File: config.mk
export PLATFORM = sky130hd
export DESIGN_NAME = wwdt_top
export DESIGN_NICKNAME = d
export VERILOG_FILES = /design/src/wwdt_pkg.sv /design/src/wwdt_top.sv
export SDC_FILE = /design/constraint.sdc
export NUM_CORES = 1
export LEC_CHECK = 0
export ABC_AREA = 1
export BUFFER_PORTS_ARGS = -buffer_cell sky130_fd_sc_hd__clkbuf_2
export CORE_ASPECT_RATIO = 1.1
export CORE_UTILIZATION = 35
export DETAILED_ROUTE_END_ITERATION = 7
export GPL_ROUTABILITY_DRIVEN = 0
export SETUP_SLACK_MARGIN = 0.5
export SLEW_MARGIN = 20
export SYNTH_ARGS = -nofsm -noshare
export SYNTH_HDL_FRONTEND = slang
export SYNTH_SLANG_ARGS = --single-unit
File: constraint.sdc
create_clock -name ref_clk -period 5.1 [get_ports ref_clk]
set_input_delay 0.765 -clock ref_clk [delete_from_list [all_inputs] [get_ports ref_clk]]
set_output_delay 0.765 -clock ref_clk [all_outputs]
set_load 0.01 [all_outputs]
File: src/wwdt_pkg.sv
// Purpose: constants and carrier types for the windowed watchdog
// Assumes: oscillator clock is ref_clk, 20 MHz
// Notes:   one package shared by the design, checker and testbench files
package wwdt_pkg;

  localparam logic [7:0] CTRL_ADDR   = 8'h2F;
  localparam logic [7:0] WINDOW_ADDR = 8'h30;

  localparam int         CTRL_ACT_BIT  = 7;
  localparam int         CNT_TOP_BIT   = 6;
  localparam logic [6:0] CTRL_RST_CNT  = 7'h7F;
  localparam logic       CTRL_RST_ACT  = 1'b0;
  localparam logic [6:0] WINDOW_RST    = 7'h7F;
  localparam logic [6:0] CNT_FLOOR     = 7'h3F;
  localparam logic [6:0] CNT_EDGE      = 7'h40;

  localparam int         UNIT_CYCLES   = 64;
  localparam logic [8:0] STEP_UNITS    = 9'h100;
  localparam logic [8:0] SHORT_BASE    = 9'h0C0;

  localparam logic [5:0] TB_MSB [4] = '{6'h04, 6'h08, 6'h14, 6'h31};
  localparam logic [5:0] TB_LSB [4] = '{6'h3B, 6'h35, 6'h23, 6'h36};

  localparam int         CLK_NS          = 50;
  localparam int         RST_PULSE_NS    = 30000;
  localparam int         RST_PULSE_CYC   = RST_PULSE_NS / CLK_NS;
  localparam logic [12:0] STARTUP_SHORT  = 13'h0100;
  localparam logic [12:0] STARTUP_LONG   = 13'h1000;

  typedef struct packed {
    logic       wr;
    logic       rd;
    logic [7:0] addr;
    logic [7:0] wdata;
  } wwdt_bus_req_s;

  typedef struct packed {
    logic halt_req;
    logic wake_irq;
    logic rtc_irq_enable;
    logic halt_exit_rst;
  } wwdt_pwr_s;

  typedef enum logic [4:0] {
    ST_RUN      = 5'b0_0001,
    ST_HALT_DEC = 5'b0_0010,
    ST_HALTED   = 5'b0_0100,
    ST_ACT_HALT = 5'b0_1000,
    ST_STARTUP  = 5'b1_0000
  } wwdt_mode_e;

endpackage : wwdt_pkg

File: src/wwdt_top.sv
// Purpose: windowed watchdog with free-running 7-bit downcounter
// Assumes: ref_clk is the oscillator clock; option inputs are static
// Notes:   register port answers reads one cycle later, never stalls
`timescale 1ns/10ps
module wwdt_top
  import wwdt_pkg::*;
(
  input  wire logic          ref_clk,
  input  wire logic          rst_n,
  input  wire wwdt_bus_req_s bus_req,
  output logic [7:0]         rd_data,
  input  wire wwdt_pwr_s     pwr,
  input  wire logic [1:0]    time_base_select,
  input  wire logic          hw_always_on,
  input  wire logic          halt_reset_option,
  input  wire logic          startup_long_sel,
  output logic               mcu_rst_n,
  output logic               wd_active
);

  logic [6:0]  cnt_q;
  logic        act_bit_q;
  logic [6:0]  window_q;
  logic [7:0]  rd_data_q;
  logic [5:0]  unit_q;
  logic [8:0]  step_q;
  logic [8:0]  step_len;
  logic [5:0]  acc_q;
  logic [5:0]  acc_sum;
  logic        short_q;
  logic [1:0]  tb_q;
  logic        unit_tick;
  logic        step_tick;
  logic [9:0]  pulse_q;
  logic        mcu_rst_n_q;
  logic [12:0] delay_q;
  logic        boot_q;
  wwdt_mode_e  mode_q;
  logic        active;
  logic        ctrl_wr;
  logic        win_wr;
  logic        counting;
  logic        fire;
  logic        bad_reload;
  logic        halt_fire;
  logic        expire;
  logic        rst_block;
  logic [5:0]  unit_d;
  logic [8:0]  step_d;
  logic [5:0]  acc_d;
  logic        short_d;
  logic [1:0]  tb_d;
  logic        act_d;
  logic [6:0]  window_d;
  logic [6:0]  cnt_d;
  logic [7:0]  rd_data_d;
  logic [9:0]  pulse_d;
  logic        mcu_rst_n_d;
  wwdt_mode_e  mode_d;
  logic [12:0] delay_d;
  logic [12:0] startup_len;
  logic        sw_fire;
  logic        reload_fire;
  logic        boot_exit;

  assign active    = hw_always_on | act_bit_q;
  assign ctrl_wr   = bus_req.wr && (bus_req.addr == CTRL_ADDR);
  assign win_wr    = bus_req.wr && (bus_req.addr == WINDOW_ADDR);
  // counting ignores slow and wait, which are not even inputs here
  assign counting  = (mode_q == ST_RUN) || (mode_q == ST_HALT_DEC);
  assign rst_block = (mode_q == ST_HALT_DEC) || (mode_q == ST_HALTED);

  // 64-cycle unit divider, then steps of a whole number of units
  assign unit_tick = (unit_q == 6'(UNIT_CYCLES - 1));
  // short steps land on time base rollover
  assign step_len  = short_q ? (SHORT_BASE + {3'b000, TB_LSB[tb_q]})
                             : STEP_UNITS;
  assign step_tick = unit_tick && (step_q == step_len - 9'h001);
  assign acc_sum   = acc_q + 6'h04;

  // free-running: a write never restarts the prescaler
  assign unit_d = unit_q + 6'h01;

  always_ff @(posedge ref_clk or negedge rst_n) begin
    if (!rst_n) begin
      unit_q <= '0;
    end else begin
      unit_q <= unit_d;
    end
  end

  always_comb begin
    step_d = step_q;
    if (step_tick) begin
      step_d = '0;
    end else if (unit_tick) begin
      step_d = step_q + 9'h001;
    end
  end

  always_ff @(posedge ref_clk or negedge rst_n) begin
    if (!rst_n) begin
      step_q <= '0;
    end else begin
      step_q <= step_d;
    end
  end

  // accumulator yields floor(4*steps/MSB) short steps without a divider
  always_comb begin
    acc_d   = acc_q;
    short_d = short_q;
    tb_d    = tb_q;
    if (step_tick) begin
      if (acc_sum >= TB_MSB[tb_q]) begin
        acc_d   = acc_sum - TB_MSB[tb_q];
        short_d = 1'b1;
      end else begin
        acc_d   = acc_sum;
        short_d = 1'b0;
      end
      // new time base only at the end of a period, no phase jump
      if (short_q) begin
        tb_d = time_base_select;
      end
    end
  end

  always_ff @(posedge ref_clk or negedge rst_n) begin
    if (!rst_n) begin
      acc_q   <= '0;
      short_q <= 1'b0;
      tb_q    <= 2'b00;
    end else begin
      acc_q   <= acc_d;
      short_q <= short_d;
      tb_q    <= tb_d;
    end
  end

  assign expire     = counting && step_tick && (cnt_q == CNT_EDGE);
  assign bad_reload = ctrl_wr && (cnt_q > window_q);
  assign halt_fire  = (mode_q == ST_RUN) && pwr.halt_req
                      && !pwr.rtc_irq_enable && halt_reset_option;
  // a write without the top bit is a deliberate software reset
  assign sw_fire     = ctrl_wr && !bus_req.wdata[CNT_TOP_BIT];
  assign reload_fire = bad_reload || sw_fire;
  // ST_HALT_DEC and ST_HALTED may not raise a reset, whatever the counter does
  assign fire        = (active && !rst_block && (expire || reload_fire))
                       || halt_fire;
  assign startup_len = startup_long_sel ? STARTUP_LONG : STARTUP_SHORT;
  assign boot_exit   = boot_q && pwr.halt_exit_rst;

  always_comb begin
    cnt_d = cnt_q;
    if (ctrl_wr) begin
      cnt_d = bus_req.wdata[6:0];
    end else if (counting && step_tick) begin
      cnt_d = cnt_q - 7'h01;
    end
  end

  always_ff @(posedge ref_clk or negedge rst_n) begin
    if (!rst_n) begin
      cnt_q <= CTRL_RST_CNT;
    end else begin
      cnt_q <= cnt_d;
    end
  end

  // only reset clears activation; hence still enabled after leaving halt
  always_comb begin
    act_d = act_bit_q;
    if (ctrl_wr && bus_req.wdata[CTRL_ACT_BIT]) begin
      act_d = 1'b1;
    end
  end

  always_ff @(posedge ref_clk or negedge rst_n) begin
    if (!rst_n) begin
      act_bit_q <= CTRL_RST_ACT;
    end else begin
      act_bit_q <= act_d;
    end
  end

  always_comb begin
    window_d = window_q;
    if (win_wr) begin
      window_d = bus_req.wdata[6:0];
    end
  end

  always_ff @(posedge ref_clk or negedge rst_n) begin
    if (!rst_n) begin
      window_q <= WINDOW_RST;
    end else begin
      window_q <= window_d;
    end
  end

  always_comb begin
    rd_data_d = '0;
    if (bus_req.rd) begin
      case (bus_req.addr)
        CTRL_ADDR:   rd_data_d = {act_bit_q, cnt_q};
        WINDOW_ADDR: rd_data_d = {1'b0, window_q};
        default:     rd_data_d = '0;
      endcase
    end
  end

  // read data stand one cycle only, zero otherwise
  always_ff @(posedge ref_clk or negedge rst_n) begin
    if (!rst_n) begin
      rd_data_q <= '0;
    end else begin
      rd_data_q <= rd_data_d;
    end
  end

  // reset pulse runs its full length even if retriggered
  always_comb begin
    pulse_d     = pulse_q;
    mcu_rst_n_d = 1'b1;
    if (fire && (pulse_q == '0)) begin
      pulse_d     = 10'(RST_PULSE_CYC - 1);
      mcu_rst_n_d = 1'b0;
    end else if (pulse_q != '0) begin
      pulse_d     = pulse_q - 10'h001;
      mcu_rst_n_d = 1'b0;
    end
  end

  always_ff @(posedge ref_clk or negedge rst_n) begin
    if (!rst_n) begin
      pulse_q     <= '0;
      mcu_rst_n_q <= 1'b1;
    end else begin
      pulse_q     <= pulse_d;
      mcu_rst_n_q <= mcu_rst_n_d;
    end
  end

  // strap caught one edge after release, never by the async reset
  always_ff @(posedge ref_clk or negedge rst_n) begin
    if (!rst_n) begin
      boot_q <= 1'b1;
    end else begin
      boot_q <= 1'b0;
    end
  end

  always_comb begin
    mode_d  = mode_q;
    delay_d = delay_q;
    case (mode_q)
      ST_RUN: begin
        if (boot_exit) begin
          mode_d  = ST_STARTUP;
          delay_d = startup_len;
        end else if (pwr.halt_req && pwr.rtc_irq_enable) begin
          mode_d = ST_ACT_HALT;
        end else if (pwr.halt_req && !halt_reset_option) begin
          mode_d = ST_HALT_DEC;
        end
      end
      ST_HALT_DEC: begin
        if (step_tick) begin
          mode_d = ST_HALTED;
        end
      end
      ST_HALTED: begin
        if (pwr.wake_irq) begin
          mode_d  = ST_STARTUP;
          delay_d = startup_len;
        end
      end
      ST_ACT_HALT: begin
        if (pwr.wake_irq) begin
          mode_d = ST_RUN;
        end
      end
      ST_STARTUP: begin
        if (delay_q <= 13'h0001) begin
          mode_d  = ST_RUN;
          delay_d = '0;
        end else begin
          delay_d = delay_q - 13'h0001;
        end
      end
      default: begin
        mode_d  = ST_RUN;
        delay_d = '0;
      end
    endcase
  end

  always_ff @(posedge ref_clk or negedge rst_n) begin
    if (!rst_n) begin
      mode_q <= ST_RUN;
    end else begin
      mode_q <= mode_d;
    end
  end

  // cpu clock taken as ref_clk for the start-up delay
  always_ff @(posedge ref_clk or negedge rst_n) begin
    if (!rst_n) begin
      delay_q <= '0;
    end else begin
      delay_q <= delay_d;
    end
  end

  always_ff @(posedge ref_clk or negedge rst_n) begin
    if (!rst_n) begin
      wd_active <= 1'b0;
    end else begin
      wd_active <= active;
    end
  end

  assign rd_data   = rd_data_q;
  assign mcu_rst_n = mcu_rst_n_q;

endmodule : wwdt_top

; Word level (Yosys, flattened, before mapping)
; Cells that the tools add are included.
[classes]
add_sub_neg = 9
n_lt_le_gt_ge = 4
n_eq_ne = 16
n_mux = 32
n_bitwise = 3
reduce_logical = 35
[ops]
columns = operator, n
row1 = 13-bit 2-to-1 mux, 4
row2 = 13-bit one-hot mux with 4 select lines, 1
row3 = 5-bit 2-to-1 mux, 7
row4 = 6-bit 2-to-1 mux, 5
row5 = 9-bit 2-to-1 mux, 3
row6 = 5-bit one-hot mux with 5 select lines, 1
row7 = 6-bit binary-select mux with 2-bit select, 2
row8 = 10-bit 2-to-1 mux, 2
row9 = 1-bit logical AND, 17
row10 = 8-bit by 6-bit == test with 1-bit output (second input constant), 2
row11 = 8-bit one-hot mux with 2 select lines, 1
row12 = 7-bit 2-to-1 mux, 2
row13 = 13-bit by 1-bit <= comparator with 1-bit output (second input constant), 1
row14 = 13-bit by 1-bit subtractor with 13-bit output (second input constant), 1
row15 = 10-bit zero test, 1
row16 = 2-bit inequality test (second input constant), 5
row17 = 10-bit nonzero test, 1
row18 = 10-bit by 1-bit subtractor with 10-bit output (second input constant), 1
row19 = 8-bit by 6-bit adder with 9-bit output (first input constant), 1
row20 = 9-bit by 1-bit adder with 9-bit output (second input constant), 1
row21 = 9-bit == test, 1
row22 = 9-bit by 1-bit subtractor with 9-bit output (second input constant), 1
row23 = 8-bit 2-to-1 mux, 1
row24 = 7-bit == test (second input constant), 1
row25 = other kinds (25), 36
[totals]
regBits = 78
in_bits = 29
out_inout_bits = 10
wordCells = 114

; Depth between registers and ports, before layout
; Gate-level depths: netlist of run 1.
[logic_depth]
word_depth = 16
ltp_mapped = 17
depth_no_buf = 17

; Least setup slack after synthesis of run 1
; Ideal clock, no wire load.
[synth_path]
kind = reg2reg
start = register tb_q[0]
end = register tb_q[0]
setup_time_ns = 0.125
arrival_time_ns = 1.950
required_time_ns = 4.975
path_slack_ns = 3.025
path_stages_with_launch = 15
path_buffers = 1
period_less_slack_ns = 2.075
cell_sequence = dfrtp_1 > nand2_1 > nand2_1 > ha_1 > inv_1 > nand2_1 > nand2_1 > nor2_1 > nand3_1 > nor2_4 > nand2_4 > inv_4 > buf_8 > nand2_4 > mux2_4
[synth_between]
elab_chain_len = 10
[synth_rtl]
columns = item, line
row1 = "start, declared", wwdt_top.sv:31  ; logic [1:0] tb_q;
row2 = "start signal, assigned", wwdt_top.sv:137  ; tb_q <= tb_d;
row3 = 2-bit inverter with 3-bit output (implied by the code), wwdt_top.sv:76  ; assign step_len = short_q ? (SHORT_BASE + {3'b000, TB_LSB[tb_q]})
row4 = 6-bit binary-select mux with 2-bit select, wwdt_top.sv:76
row5 = 6-bit 2-to-1 mux (implied by the code) (2 in series), wwdt_top.sv:76
row6 = 8-bit by 6-bit adder with 9-bit output, wwdt_top.sv:76
row7 = 9-bit 2-to-1 mux, wwdt_top.sv:76
row8 = 9-bit by 1-bit subtractor with 9-bit output, wwdt_top.sv:78  ; assign step_tick = unit_tick && (step_q == step_len - 9'h001);
row9 = 9-bit == test, wwdt_top.sv:78
row10 = 1-bit logical AND, wwdt_top.sv:78
row11 = 2-bit AND reduction (no line), n/a
; No other way between the ends. The select of a mux whose other input is x is not followed.
; A chain may end at the register's enable or synchronous reset.

; Worst setup path in the final report of run 1
[layout_path]
start = register tb_q[0]
end = register cnt_q[2]
[layout_between]
elab_chain_len = 11
[layout_rtl]
columns = item, line
row1 = 2-bit inverter with 3-bit output (implied by the code), wwdt_top.sv:76
row2 = 6-bit binary-select mux with 2-bit select, wwdt_top.sv:76
row3 = 6-bit 2-to-1 mux (implied by the code) (2 in series), wwdt_top.sv:76
row4 = 8-bit by 6-bit adder with 9-bit output, wwdt_top.sv:76
row5 = 9-bit 2-to-1 mux, wwdt_top.sv:76
row6 = 9-bit by 1-bit subtractor with 9-bit output, wwdt_top.sv:78
row7 = 9-bit == test, wwdt_top.sv:78
row8 = 1-bit logical AND, wwdt_top.sv:78
row9 = 1-bit logical AND, wwdt_top.sv:158  ; end else if (counting && step_tick) begin
row10 = 2-bit nonzero test (no line), n/a
row11 = "end signal, assigned", wwdt_top.sv:167  ; cnt_q <= cnt_d;
row12 = "end, declared", wwdt_top.sv:21  ; logic [6:0] cnt_q;
; No other way between the ends. The select of a mux whose other input is x is not followed.

==> reports/metrics.cfg, run 1 <==
[outcome]
status=complete, no violations

[yosys]
syn_nets=629
synth.avg_cell_area_um2=8.01
async_reset_ff_share_pct=100
synth_edf_count=0
yosys_warnings=0
synth.distinct_cells=46
ys.flop_type=dfrtp_1
ys_seq_area_share_pct=42.6
synth.top_cell.area_share_pct=32.9
synth.largest_area_cell=dfrtp_1
ys_top_cells_by_area=dfrtp_1, nand2_1, dfstp_2
ys_seq_elements=78
netlist_instances=579
syn_area_mm2=0.00464

[floorplan]
fp.dieH_um=123
chipWidth_um=112
placementRows=43
coreArea_mm2=0.0128
initial_utilization_pct=36.4
die-area_mm2=0.0137
pin_count=39

[route]
first_iter_violations=191
postRouteAntennaNets=0
vias_per_cell=4.85
totalWireLength_um=9550
via_count=3799
dr.pass1.iters=4
wl_per_cell_um=12.2
drc=0

[layout]
num-fill-cells=1286
stdcell_area_mm2=0.00531
drive_above_1_share_pct=17.2
final_common_cell=nand2_1
num-nets-final=672
multi_input_area_mm2=0.00232
utilization_pct=41.7
layout_common_cells=nand2_1, inv_1, dfrtp_1
diodes=0
ff_latch_area_mm2=0.00197
syn2layout_area_growth_pct=14.6

[sta]
setup_slack_ns=2.72
slew_headroom_pct=52.1
tightest_slew_ns=0.719
final.setup.tns_ns=0
skew_ns=0.00404
hold_viol=0
finalSetupViolCount=0
finalCritPeriodShare_pct=46.7
finalCriticalPeriod_ns=2.38
holdWs_ns=0.435
fmax_mhz=420
drv_slew=0
rsz0062_at_grt=no

[cts]
cts_tree=built
holdBufCountCts=0
cts.sinks=78
cts-root-buf=clkbuf_16
clk_path_buf_depth=2
insertion_delay_ns=0.34
postCtsSetupBuffers=0
h-tree-depth=3
postCtsResizedCells=0
numCtsBuffers=9
path_clk_slew_ns=0.06

[global_route]
track_usage_pct=15.1
grt_max_degree=79
grt_pass1_vias=3700
antenna_found_initial=0
grt_pass1_wl_um=16500
gr-total-overflow=0

[place]
io_buffer_count=38
dp_slack_ns=2.73
place_area_mm2=0.00498
hpwl_um=7280

[flow_run]
cap_violations=0

[worst_setup_path]
crit_start=tb_q[0]
cp_common_cell=nand2_1
worstPathCellList=nand2_1, nand2_1, ha_1, inv_1, nand2_1, nand2_1, nor2_1, nand3_1, nor2_4, nand2_4, inv_4, nand2_1, nand2_4, nor2_1, a31oi_1
crit_path_max_incr_delay_ns=0.45
crit_fanout=12
end_kind=flip-flop
cp.required_ns=5.37
crit_type=flip-flop to flip-flop
r2r_start=tb_q[0]
cp.arrival_ns=2.65
startpoint_type=flip-flop
cp_slowest_cell=dfrtp_1

[worst_hold_path]
hold_class=primary input to async pin

[pwr]
powerDensity_mw_per_mm2=410
ir_drop_v=0.000174
leakage_uw=0.00273

==> registers in the layout, summed over array words and instances, names as in the netlist <==
register	flops
wd_active	1
delay_q	13
mode_q	5
unit_q	6
short_q	1
pulse_q	10
window_q	7
step_q	9
mcu_rst_n	1
act_bit_q	1
boot_q	1
acc_q	6
rd_data	8
tb_q	2
cnt_q	7
==> kinds of logic after synthesis <==
group / Yosys count / synth area share, %
other: 1 / 0.0809
adders and majority gates: 21 / 5.67
xor gates and xnor gates: 22 / 4.16
buffers and inverters: 85 / 7.47
and+or+nand+nor: 291 / 29.9
AOI/OAI and AO/OA: 78 / 9.28
DFF: 78 / 42.6
muxes: 3 / 0.890
==> cell type report <==
cell class | count | area share, %
flip-flops and latches | 78 | 37.1
multi-input cells | 416 | 43.6
clock inverters | 3 | 1.27
well taps | 157 | 3.70
repair buffers | 38 | 3.70
clock buffers | 13 | 4.90
inverters | 79 | 5.68
==> where the power goes <==
group / switching (uW) / internal [uW] / total (uW)
registers: 80.3 / 724 / 805
logic: 424 / 242 / 666
clock network: 252 / 456 / 708
total: 756 / 1420 / 2180
==> layer usage <==
metal,vias to the layer above,wire [um],GRT usage [%]
li1,1964,-,-
met1,1780,4630,18.5
met2,46,4530,25.2
met3,9,273,4.44
met4,0,121,5.49
met5,-,0,0
==> worst max-delay path, delay by kind of cell (launching register included) <==
kind / cells / cell delay (ns)
DFF: 1 / 0.45
AOI/OAI and AO/OA: 1 / 0.14
adders and majority gates: 1 / 0.32
buffers and inverters: 2 / 0.19
and+or+nand+nor: 11 / 1.21
==> worst paths after layout <==
check                              to  slack [ns]  depth (start not counted)
max                          cnt_q[2]        2.72                         15
max in group asynchronous   mode_q[3]        4.15                          1
max reg2reg                  cnt_q[2]        2.72                         15
min in group ref_clk        unit_q[0]        0.45                          1
min                        delay_q[7]        0.44                          1
min reg2reg                 unit_q[0]        0.45                          1
==> synthesized netlist by cell type, types with 6 or more instances <==
cell type	count
nand2_1	142
inv_1	71
dfrtp_1	61
nor2_1	48
nand3_1	34
a21oi_1	31
o21ai_0	27
ha_1	21
dfstp_2	17
nor3_1	17
xor2_1	17
nand4_1	12
inv_2	6
or2_2	6
==> metrics by stage <==
step                std cells  total power (uW)
floorplan                 579              1330
global placement          768              1460
detailed placement        768              1480
CTS                       784              2200
global route              784              2340
finish                    784              2180
Note: power is estimated with default switching activity, not from simulation.
==> run 2: changes to the inputs <==
Clock period 5.1 ns to 2.5 ns, I/O delays scaled along.
==> reports/metrics.cfg, run 2 (synthesized netlist as in run 1, its figures left out) <==
[route]
first_iter_violations=201
wl_per_cell_um=13.0
totalWireLength_um=10600
postRouteAntennaNets=0
drc=3
vias_per_cell=4.98
via_count=4050
dr.pass1.iters=6

[floorplan]
die-area_mm2=0.0137
fp.dieH_um=123
coreArea_mm2=0.0128
initial_utilization_pct=36.4
placementRows=43
chipWidth_um=112
pin_count=39

[worst_setup_path]
ff2ff_setup_slack_ns=0.49
r2r_start=tb_q[1]
reg2reg_depth=15
r2r-end=step_q[5]
cp.arrival_ns=2.26
crit_fanout=3
crit_type=flip-flop to flip-flop
end_kind=flip-flop
cp.required_ns=2.76
startpoint_type=flip-flop

[global_route]
grt_pass1_wl_um=17400
grt_max_degree=47
gr-total-overflow=0
grt_pass1_vias=3951
antenna_found_initial=0
track_usage_pct=15.7

[layout]
reg.largest.list=delay_q (13), pulse_q (10), step_q (9)
ff_latch_area_mm2=0.00197
syn2layout_area_growth_pct=25.3
final_cell_count_no_fill=813
layout_common_cells=nand2_1, inv_1, dfrtp_1
multi_input_area_mm2=0.00261
drive_above_1_share_pct=29.6
largest_reg_flops=13
top_register=delay_q
diodes=0
final_common_cell=nand2_1
num-nets-final=701
num-fill-cells=1235

[sta]
finalSetupViolCount=0
rsz0062_at_grt=yes
finalCritPeriodShare_pct=80.3
skew_ns=0.00716
holdWs_ns=-0.00379
fmax_mhz=498
finalCriticalPeriod_ns=2.01
hold_viol=14
drv_slew=0
final.setup.tns_ns=0

[pwr]
ir_drop_v=0.000309
switching_share_pct=37.0
internal-power_uw=2850
pwr-share-comb_pct=35.8
netSwitchingPower_uw=1670
powerDensity_mw_per_mm2=777
leakage_uw=0.00291
p_seq_share_pct=36.4
pwr-share-clk_pct=27.8

[place]
hpwl_um=7490
dp.cells=771
io_buffer_count=38

[cts]
path_clk_slew_ns=0.06
cts.sinks=78
h-tree-depth=3
insertion_delay_ns=0.33
cts_tree=built
cts-root-buf=clkbuf_16
numCtsBuffers=9
clk_path_buf_depth=2

[flow_run]
cap_violations=0

[outcome]
status=complete, but fails checks
violations=DRC, hold timing

[worst_hold_path]
hold_class=primary input to async pin

run 2: worst max-delay path: stages, from the launching register on:
cell,delay (ns)
dfrtp_1,0.42
inv_2,0.07
nand2_2,0.08
nand2_2,0.06
ha_4,0.24
inv_2,0.05
nand2_2,0.04
nand2_2,0.08
nor2_4,0.04
buf_4,0.13
buf_4,0.12
buf_4,0.12
nand2_2,0.05
a21oi_1,0.04
and3b_2,0.23
nor3b_2,0.17
run 2: what timing repair did:
item / CTS / global route
pin swaps: 7 / 28
gates resized for setup: 18 / 66
hold buffers: 0 / 0
buffers inserted: 12 / 13
gates cloned: 1 / 0
endpoints found under the setup margin: 32 / 42
run 2: power groups by stage:
stage	clock network, uW	logic (uW)	registers, uW
final	1260	1620	1640
after floorplan	0	1090	1620
after detailed placement	0	1360	1660
after CTS	1290	1410	1640
after global placement	0	1330	1650
after global routing	1340	1840	1670
run 2: how the worst max path moves through the flow:
| stage | start | endpoint | slack (ns) |
|---|---|---|---|
| finish | tb_q[1] | step_q[5] | 0.49 |
| global route | tb_q[1] | pulse_q[1] | 0.39 |
| CTS | tb_q[1] | tb_q[0] | 0.49 |
| detailed placement | tb_q[1] | cnt_q[5] | 0.22 |
| global placement | tb_q[1] | cnt_q[5] | 0.30 |
| floorplan | tb_q[0] | tb_q[0] | 0.47 |
run 2: metrics by stage:
stage          setup slack (ns)  util [%]  instance area, um2  total power (uW)
4_1_cts                   0.495      42.9                5480              4330
5_1_grt                   0.390      45.6                5810              4850
3_3_place_gp              0.303      39.5                5030              2980
3_5_place_dp              0.223      39.5                5030              3030
6_report                  0.492      45.6                5810              4510
2_1_floorplan             0.469         -                4650              2710
run 2: area by class of cell:
class / instances / area share (%)
clock buffer: 11 / 4.35
tap: 157 / 3.38
sequential: 78 / 34.0
inverter: 79 / 5.49
clock inverter: 5 / 0.560
multi-input combinational: 417 / 44.9
timing repair buffer: 66 / 7.28
run 2: metal layers:
layer	vias to the layer above	global-route usage (%)	share of wire (%)
li1	2028	-	-
met1	1943	18.6	45
met2	61	28.2	50
met3	18	3.85	3.3
met4	0	4.73	1.5
met5	-	0	0
